File: src/shared/usb_irq_pkg.sv
/*
 * Register map, field positions and reset values of the USB interrupt
 * enable and error-flag block.
 * Assumes a 32-bit APB slave with byte addresses = 4 x register index.
 */
package usb_irq_pkg;

    // ------------------------------------------------------------------
    // Register indices and byte addresses
    // ------------------------------------------------------------------
    localparam logic [11:0] STATUS_IRQ_ENABLE_IDX = 12'hf36;
    localparam logic [11:0] ERROR_FLAG_IDX        = 12'hf63;
    localparam logic [11:0] ERROR_ENABLE_IDX      = 12'hf37;
    localparam logic [11:0] STATUS_FLAG_IDX       = 12'hf62;
    localparam logic [13:0] STATUS_IRQ_ENABLE_ADDR =
        {STATUS_IRQ_ENABLE_IDX, 2'b00};
    localparam logic [13:0] ERROR_FLAG_ADDR        = {ERROR_FLAG_IDX, 2'b00};
    localparam logic [13:0] ERROR_ENABLE_ADDR      = {ERROR_ENABLE_IDX, 2'b00};
    localparam logic [13:0] STATUS_FLAG_ADDR       = {STATUS_FLAG_IDX, 2'b00};

    // ------------------------------------------------------------------
    // Status enable / status flag field positions
    // ------------------------------------------------------------------
    localparam int BUS_RESET_BIT   = 0;
    localparam int ERROR_BIT       = 1;
    localparam int BUS_ACTIVITY_BIT = 2;
    localparam int TRANSACTION_BIT = 3;
    localparam int IDLE_BIT        = 4;
    localparam int STALL_BIT       = 5;
    localparam int FRAME_START_BIT = 6;

    // ------------------------------------------------------------------
    // Error flag / error enable field positions
    // ------------------------------------------------------------------
    localparam int PID_ERR_BIT        = 0;
    localparam int TOKEN_CRC_ERR_BIT  = 1;
    localparam int DATA_CRC_ERR_BIT   = 2;
    localparam int DATA_SIZE_ERR_BIT  = 3;
    localparam int TURNAROUND_ERR_BIT = 4;
    localparam int STUFF_ERR_BIT      = 7;

    // Implemented-bit masks
    localparam logic [7:0] STATUS_ENABLE_MASK = 8'h7f;
    localparam logic [7:0] ERROR_MASK         = 8'h9f;
    localparam logic [7:0] STATUS_FLAG_MASK   = 8'h7d;

    // Reset values
    localparam logic [7:0] STATUS_IRQ_ENABLE_RESET = 8'h00;
    localparam logic [7:0] ERROR_FLAG_RESET        = 8'h00;
    localparam logic [7:0] ERROR_ENABLE_RESET      = 8'h00;
    localparam logic [7:0] STATUS_FLAG_RESET       = 8'h00;

endpackage

File: src/logic/usb_irq_enable_error_flags.sv
/*
 * USB interrupt enable and error-flag block: status enable register,
 * error flag register, error enable register, status flag register,
 * top-level error flag and module interrupt output, behind APB.
 * Assumes event inputs are single-cycle pulses from logic on sys_clk.
 */
// Operation
// - Each status enable bit passes its status flag to the interrupt.
// - Flags set on their events regardless of any enable bit.
// - Enable bits 6..0: frame, stall, idle, done, activity, error, reset.
// - Enabled error flags are ORed into the top-level error flag.
// - Error flag sets in the cycle its event is detected.
// - Error flag stays set until firmware writes zero to it.
// - Error bit 7 is bit stuff error; bits 6 and 5 read zero.
// - Error bit 4 is bus turnaround time-out.
// - Error bit 3 is non-integral data field size.
// - Error bit 2 is data CRC16 failure.
// - Error bit 1 is token CRC5 rejection.
// - Error bit 0 is PID check failure.
// - Error enable bits gate propagation only, never flag setting.
// - Top-level error flag is read-only, from enabled error flags.
// - Enabled status flags are ORed into the module interrupt.
// - Error enable mirrors error flags; bits 6 and 5 read zero.
`timescale 1ns/1ns

module usb_irq_enable_error_flags
(
    input  wire logic        sys_clk,
    input  wire logic        rst_b,
    input  wire logic        clkEn,
    // APB slave
    input  wire logic        psel,
    input  wire logic        penable,
    input  wire logic        pwrite,
    input  wire logic [31:0] paddr,
    input  wire logic [31:0] pwdata,
    input  wire logic [3:0]  pstrb,
    output logic             pready,
    output logic [31:0]      prdata,
    output logic             pslverr,
    // Status events from the serial interface engine
    input  wire logic        frameStartEvt,
    input  wire logic        stallEvt,
    input  wire logic        idleEvt,
    input  wire logic        transactionDoneEvt,
    input  wire logic        busActivityEvt,
    input  wire logic        busResetEvt,
    // Error events from the serial interface engine
    input  wire logic        stuffErrEvt,
    input  wire logic        turnaroundErrEvt,
    input  wire logic        dataSizeErrEvt,
    input  wire logic        dataCrcErrEvt,
    input  wire logic        tokenCrcErrEvt,
    input  wire logic        pidErrEvt,
    // Flag outputs
    output logic             topErrorFlag,
    output logic             moduleIrqFlag
);

    // ------------------------------------------------------------------
    // Reset release
    // ------------------------------------------------------------------
    logic rstSync1;
    logic rstSync2;

    // Asynchronous assert, two-flop synchronous release
    always_ff @(posedge sys_clk or negedge rst_b)
    begin
        if (!rst_b)
        begin
            rstSync1 <= 1'b0;
            rstSync2 <= 1'b0;
        end
        else
        begin
            rstSync1 <= 1'b1;
            rstSync2 <= rstSync1;
        end
    end

    wire logic rstSync_b = rstSync2;

    // ------------------------------------------------------------------
    // Bus decode
    // ------------------------------------------------------------------
    logic       wrAccess;
    logic       rdAccess;
    logic       addrHit;
    logic [7:0] wrByte;

    // Address match against the implemented registers
    function automatic logic isMapped(input logic [31:0] addr);
        isMapped = (addr == 32'(usb_irq_pkg::STATUS_IRQ_ENABLE_ADDR))
                 | (addr == 32'(usb_irq_pkg::ERROR_FLAG_ADDR))
                 | (addr == 32'(usb_irq_pkg::ERROR_ENABLE_ADDR))
                 | (addr == 32'(usb_irq_pkg::STATUS_FLAG_ADDR));
    endfunction

    // Zero-wait slave; writes take effect on the access edge
    always_comb
    begin
        addrHit  = isMapped(paddr);
        wrAccess = psel & penable & pwrite & addrHit & clkEn;
        rdAccess = psel & penable & ~pwrite & addrHit;
        wrByte   = pwdata[7:0];
        pready   = 1'b1;
        pslverr  = psel & penable & ~addrHit;
    end

    logic wrStatusEn;
    logic wrErrFlag;
    logic wrErrEn;
    logic wrStatusFlag;

    // Per-register write strobes, byte lane 0 only
    always_comb
    begin
        wrStatusEn   = wrAccess & pstrb[0]
                     & (paddr[13:0] == usb_irq_pkg::STATUS_IRQ_ENABLE_ADDR);
        wrErrFlag    = wrAccess & pstrb[0]
                     & (paddr[13:0] == usb_irq_pkg::ERROR_FLAG_ADDR);
        wrErrEn      = wrAccess & pstrb[0]
                     & (paddr[13:0] == usb_irq_pkg::ERROR_ENABLE_ADDR);
        wrStatusFlag = wrAccess & pstrb[0]
                     & (paddr[13:0] == usb_irq_pkg::STATUS_FLAG_ADDR);
    end

    // ------------------------------------------------------------------
    // Registers
    // ------------------------------------------------------------------
    logic [7:0]  statusIrqEnable_reg;
    logic [7:0]  statusIrqEnable_next;
    logic [7:0]  errorFlag_reg;
    logic [7:0]  errorFlag_next;
    logic [7:0]  errorEnable_reg;
    logic [7:0]  errorEnable_next;
    logic [7:0]  statusFlag_reg;
    logic [7:0]  statusFlag_next;
    logic [31:0] rdData_reg;
    logic [31:0] rdData_next;
    logic [7:0]  errEvents;
    logic [7:0]  statusEvents;
    logic        topErr;

    // Gather events into register layout
    always_comb
    begin
        errEvents = 8'h00;
        errEvents[usb_irq_pkg::STUFF_ERR_BIT]      = stuffErrEvt;
        errEvents[usb_irq_pkg::TURNAROUND_ERR_BIT] = turnaroundErrEvt;
        errEvents[usb_irq_pkg::DATA_SIZE_ERR_BIT]  = dataSizeErrEvt;
        errEvents[usb_irq_pkg::DATA_CRC_ERR_BIT]   = dataCrcErrEvt;
        errEvents[usb_irq_pkg::TOKEN_CRC_ERR_BIT]  = tokenCrcErrEvt;
        errEvents[usb_irq_pkg::PID_ERR_BIT]        = pidErrEvt;
        statusEvents = 8'h00;
        statusEvents[usb_irq_pkg::FRAME_START_BIT]  = frameStartEvt;
        statusEvents[usb_irq_pkg::STALL_BIT]        = stallEvt;
        statusEvents[usb_irq_pkg::IDLE_BIT]         = idleEvt;
        statusEvents[usb_irq_pkg::TRANSACTION_BIT]  = transactionDoneEvt;
        statusEvents[usb_irq_pkg::BUS_ACTIVITY_BIT] = busActivityEvt;
        statusEvents[usb_irq_pkg::BUS_RESET_BIT]    = busResetEvt;
    end

    // Top-level error from enabled error flags only
    always_comb
    begin
        topErr = |(errorFlag_reg & errorEnable_reg);
    end

    // Enable registers: plain read/write, reserved bits held at zero
    always_comb
    begin
        statusIrqEnable_next = statusIrqEnable_reg;
        errorEnable_next     = errorEnable_reg;
        if (wrStatusEn)
        begin
            statusIrqEnable_next =
                wrByte & usb_irq_pkg::STATUS_ENABLE_MASK;
        end
        if (wrErrEn)
        begin
            errorEnable_next = wrByte & usb_irq_pkg::ERROR_MASK;
        end
    end

    // Enable registers, frozen while clkEn is low
    always_ff @(posedge sys_clk or negedge rstSync_b)
    begin
        if (!rstSync_b)
        begin
            statusIrqEnable_reg <= usb_irq_pkg::STATUS_IRQ_ENABLE_RESET;
            errorEnable_reg     <= usb_irq_pkg::ERROR_ENABLE_RESET;
        end
        else if (clkEn)
        begin
            statusIrqEnable_reg <= statusIrqEnable_next;
            errorEnable_reg     <= errorEnable_next;
        end
    end

    // Error flags: write-zero clears, writing one leaves a flag alone
    always_comb
    begin
        errorFlag_next = errorFlag_reg;
        if (wrErrFlag)
        begin
            errorFlag_next = errorFlag_reg & wrByte;
        end
        // Events set regardless of enables, and win over a clear
        errorFlag_next = (errorFlag_next | errEvents)
                       & usb_irq_pkg::ERROR_MASK;
    end

    // Error flag register, frozen while clkEn is low
    always_ff @(posedge sys_clk or negedge rstSync_b)
    begin
        if (!rstSync_b)
        begin
            errorFlag_reg <= usb_irq_pkg::ERROR_FLAG_RESET;
        end
        else if (clkEn)
        begin
            errorFlag_reg <= errorFlag_next;
        end
    end

    // Status flags: firmware may clear by zero or set by one
    always_comb
    begin
        statusFlag_next = statusFlag_reg;
        if (wrStatusFlag)
        begin
            statusFlag_next = wrByte;
        end
        statusFlag_next = statusFlag_next | statusEvents;
        // Error bit is pure status, never written by firmware
        statusFlag_next[usb_irq_pkg::ERROR_BIT] = 1'b0;
        statusFlag_next = statusFlag_next & usb_irq_pkg::STATUS_FLAG_MASK;
    end

    // Status flag register, frozen while clkEn is low
    always_ff @(posedge sys_clk or negedge rstSync_b)
    begin
        if (!rstSync_b)
        begin
            statusFlag_reg <= usb_irq_pkg::STATUS_FLAG_RESET;
        end
        else if (clkEn)
        begin
            statusFlag_reg <= statusFlag_next;
        end
    end

    // Read data captured in the setup phase for the access phase
    always_comb
    begin
        rdData_next = 32'h0000_0000;
        if (psel & ~penable & ~pwrite)
        begin
            unique case (paddr[13:0])
                usb_irq_pkg::STATUS_IRQ_ENABLE_ADDR:
                    rdData_next = {24'h00_0000, statusIrqEnable_reg};
                usb_irq_pkg::ERROR_FLAG_ADDR:
                    rdData_next = {24'h00_0000, errorFlag_reg};
                usb_irq_pkg::ERROR_ENABLE_ADDR:
                    rdData_next = {24'h00_0000, errorEnable_reg};
                usb_irq_pkg::STATUS_FLAG_ADDR:
                    rdData_next = {24'h00_0000, statusFlag_reg};
                default:
                    rdData_next = 32'h0000_0000;
            endcase
        end
    end

    // Read data register, frozen while clkEn is low
    always_ff @(posedge sys_clk or negedge rstSync_b)
    begin
        if (!rstSync_b)
        begin
            rdData_reg <= 32'h0000_0000;
        end
        else if (clkEn)
        begin
            rdData_reg <= rdData_next;
        end
    end

    // ------------------------------------------------------------------
    // Outputs
    // ------------------------------------------------------------------
    logic [7:0] statusView;

    // Status flags as seen by software, error bit included
    always_comb
    begin
        statusView = statusFlag_reg;
        statusView[usb_irq_pkg::ERROR_BIT] = topErr;
        prdata = rdAccess ? rdData_reg : 32'h0000_0000;
        if (rdAccess
            && paddr[13:0] == usb_irq_pkg::STATUS_FLAG_ADDR)
        begin
            prdata = {24'h00_0000, statusView};
        end
        topErrorFlag  = topErr;
        moduleIrqFlag = |(statusView & statusIrqEnable_reg);
    end

endmodule

File: config.mk
export PLATFORM = sky130hd
export DESIGN_NAME = usb_irq_enable_error_flags
export DESIGN_NICKNAME = d
export VERILOG_FILES = /design/src/shared/usb_irq_pkg.sv /design/src/logic/usb_irq_enable_error_flags.sv
export SDC_FILE = /design/constraint.sdc
export NUM_CORES = 1
export LEC_CHECK = 0
export BUFFER_PORTS_ARGS = -buffer_cell sky130_fd_sc_hd__buf_2
export CAP_MARGIN = 40
export CORE_MARGIN = 3
export CORE_UTILIZATION = 43
export DETAILED_ROUTE_END_ITERATION = 8
export GPL_ROUTABILITY_DRIVEN = 0
export GPL_TIMING_DRIVEN = 0
export PLACE_DENSITY = 0.86
export SLEW_MARGIN = 15
export SYNTH_ARGS = -nofsm -noshare
export SYNTH_HDL_FRONTEND = slang
export SYNTH_SLANG_ARGS = --single-unit
File: constraint.sdc
create_clock -name sys_clk -period 4.45 [get_ports sys_clk]
set_input_delay 1.335 -clock sys_clk [delete_from_list [all_inputs] [get_ports sys_clk]]
set_output_delay 1.335 -clock sys_clk [all_outputs]
set_load 0.1 [all_outputs]
==> impl_metrics.toml <==
[setup_path]
worstSetupStartpointType = "input port"
startpoint = "paddr[1]"
critPathRequiredTime_ns = 3.12
path_max_fanout = 10
cp-end-kind = "output port"
critPathKind = "input port to output port"
arrival_ns = 3.06
r2r_start = "statusFlag_reg[4]$_DFFE_PN0P_"

[layout]
multi_input_area_um2 = 1190
largest_reg_flops = 8
diodes = 0
nFillCells = 397
layout-drive-gt1-share_pct = 38.4
seqCellArea_um2 = 877
syn2layout_area_growth_pct = 38.7
fin_nets = 421

[grt]
track_usage_pct = 20.4
grt_pass1_wl_um = 9440
antenna_found_initial = 0
grt_max_degree = 34
grt_pass1_vias = 2005
gr-total-overflow = 0

[synth]
synth_warnings = 0
ys_types = 39
synth.avg_cell_area_um2 = 9.25
ys_seq_area_share_pct = 41.2
synthCells = 230
syn-cell-area_um2 = 2130
ys_ff_latch = 35
async_flop_share_pct = 100
synth_flop_cell = "dfrtp_1"
synth_edf_count = 0

[sta]
relSlewSlack_pct = 52.5
setup_slack_ns = 0.0576
setup_violations = 0
clock.fmax_mhz = 228
fin_crit_sh_pct = 98.7
skew_ns = 0.00699
final-hold-violation-count = 0
tns_ns = 0
maxSlewViolCount = 0
tightest_slew_ns = 0.713
fin_crit_ns = 4.39

[drt]
ant_nets = 0
wl_per_cell_um = 14.8
firstDrtPassIters = 5
post-route-drc-count = 0
drtIter0Drc = 179
drt_wl_total_um = 5930
dr_total_vias = 2040
viasPerCell = 5.09

[floorplanning]
num_rows = 24
fp.dieW_um = 76.3
core-area_um2 = 4560
initial_core_util_pct = 46.6
io_pins = 122
die_area_um2 = 5830
dieHeight_um = 76.3

[placement]
dp_slack_ns = -0.346
portBuffers = 68
dp_hpwl_um = 4370

[job]
drv_cap = 0

[power_and_ir_drop]
powerDensity_nw_per_um2 = 244
p_leak_nw = 1.34
vdd_drop_max_mv = 0.195

[clock_tree]
h-tree-depth = 2
cts_buffers = 5
cts.clk_slew.worst_paths_ns = 0.07
clkLatencyLatePin_ns = 0.29
cts_tree = "built"
clk_path_buf_depth = 2
cts.sinks = 35
cts_root_buf = "clkbuf_8"
postCtsHoldBufs = 0

[outcome]
outcome = "complete, no violations"

[worst_hold_path]
hold_path.class = "flop to asynchronous set/reset pin"
critical path, stage by stage:
cell and delay, ns:
buf_2 0.11, nor4b_4 0.33, nand3_2 0.17, or3_1 0.32
clkbuf_1 0.17, buf_4 0.21, nand2_1 0.11, a21oi_4 0.06
buf_4 0.23
kinds of logic (layout without fill, tap and decap cells):
kind of cell / after synthesis / in the layout / share of synthesized area, %
buffers and inverters: 46 / 128 / 12.8
other: 2 / 26 / 0.353
AND/OR/NAND/NOR: 78 / 78 / 19.1
flip-flops: 35 / 35 / 41.2
AO/OA/AOI/OAI: 54 / 54 / 17.8
multiplexers: 15 / 15 / 8.88
layout make-up:
class | instances | area share [%]
Multi-Input combinational cell | 173 | 40.5
Sequential cell | 35 | 29.7
Timing Repair Buffer | 74 | 15.0
Buffer | 38 | 8.31
Tap cell | 65 | 2.76
Clock buffer | 7 | 2.59
Inverter | 8 | 1.02
Clock inverter | 1 | 0.170
Yosys cell counts, types with 7 or more instances:
cell type | number | area, um^2
buf_4 | 26 | 195
mux2_1 | 7 | 78.8
dfrtp_1 | 35 | 876
a21oi_1 | 12 | 60.1
a22oi_1 | 14 | 105
inv_1 | 8 | 30.0
nor2_1 | 7 | 26.3
nand2_1 | 37 | 139
clkbuf_1 | 11 | 41.3
o21ai_1 | 7 | 35.0
power breakdown:
| group | total, mW | internal (mW) | leakage [nW] | switching (mW) |
|---|---|---|---|---|
| Combinational | 0.172 | 0.0440 | 0.879 | 0.128 |
| Sequential | 0.328 | 0.320 | 0.422 | 0.00764 |
| Clock | 0.220 | 0.110 | 0.0422 | 0.110 |
| Total | 0.720 | 0.474 | 1.34 | 0.245 |
per-stage QoR:
step           cells  utilization, %  area (um^2)  hold WS, ns  total power [mW]
2_1_floorplan    254               -         2320        0.331             0.466
3_3_place_gp     387            60.1         2740        0.335             0.501
3_5_place_dp     387            60.1         2740        0.340             0.503
4_1_cts          395            62.9         2870        0.345             0.723
5_1_grt          401            64.6         2950        0.358             0.751
6_report         401            64.6         2950        0.311             0.720
path summary, 6_finish.rpt:
check	to	slack (ns)	cells after the start
setup / recovery	prdata[3]	0.06	9
hold / removal	statusFlag_reg[3]$_DFFE_PN0P_	0.31	0
setup reg to reg	rdData_reg[4]$_DFFE_PN0P_	3.39	3
hold reg to reg	statusFlag_reg[3]$_DFFE_PN0P_	0.31	0
max in group asynchronous	rstSync2$_DFF_PN0_	3.53	1
min in group sys_clk	rstSync2$_DFF_PN0_	0.35	0
timing repair:
action,in CTS,in global routing
gates resized for setup,13,4
setup buffers,0,6
pin swaps,0,3
gates cloned,0,0
setup endpoints to repair,8,8
layer usage:
metal / track usage (%) / routed length [um] / share of wire [%] / vias up
met2: 33.4 / 2990 / 50 / 90
met1: 26.1 / 2410 / 41 / 940
li1: - / - / - / 996
met3: 4.96 / 414 / 7.0 / 14
met4: 7.79 / 114 / 1.9 / 0
met5: 0 / 0 / 0 / -
layout by cell type (no fill, tap or decap), types with 5 or more instances in the layout:
| master | netlist | final |
|---|---|---|
| buf_2 | 1 | 61 |
| nand2_1 | 37 | 36 |
| buf_4 | 26 | 36 |
| dfrtp_1 | 35 | 34 |
| conb_1 | 2 | 26 |
| a22oi_1 | 14 | 14 |
| clkbuf_1 | 11 | 12 |
| inv_1 | 8 | 8 |
| nor2_1 | 7 | 7 |
| a21oi_4 | 0 | 7 |
| mux2_1 | 7 | 7 |
| o21ai_1 | 7 | 7 |
| nand3_1 | 6 | 6 |
| or3_1 | 6 | 6 |
| mux2_4 | 6 | 6 |
| o41ai_1 | 6 | 6 |
| a21oi_1 | 12 | 5 |
| clkbuf_8 | 0 | 5 |
(Power assumes the default switching activity.)
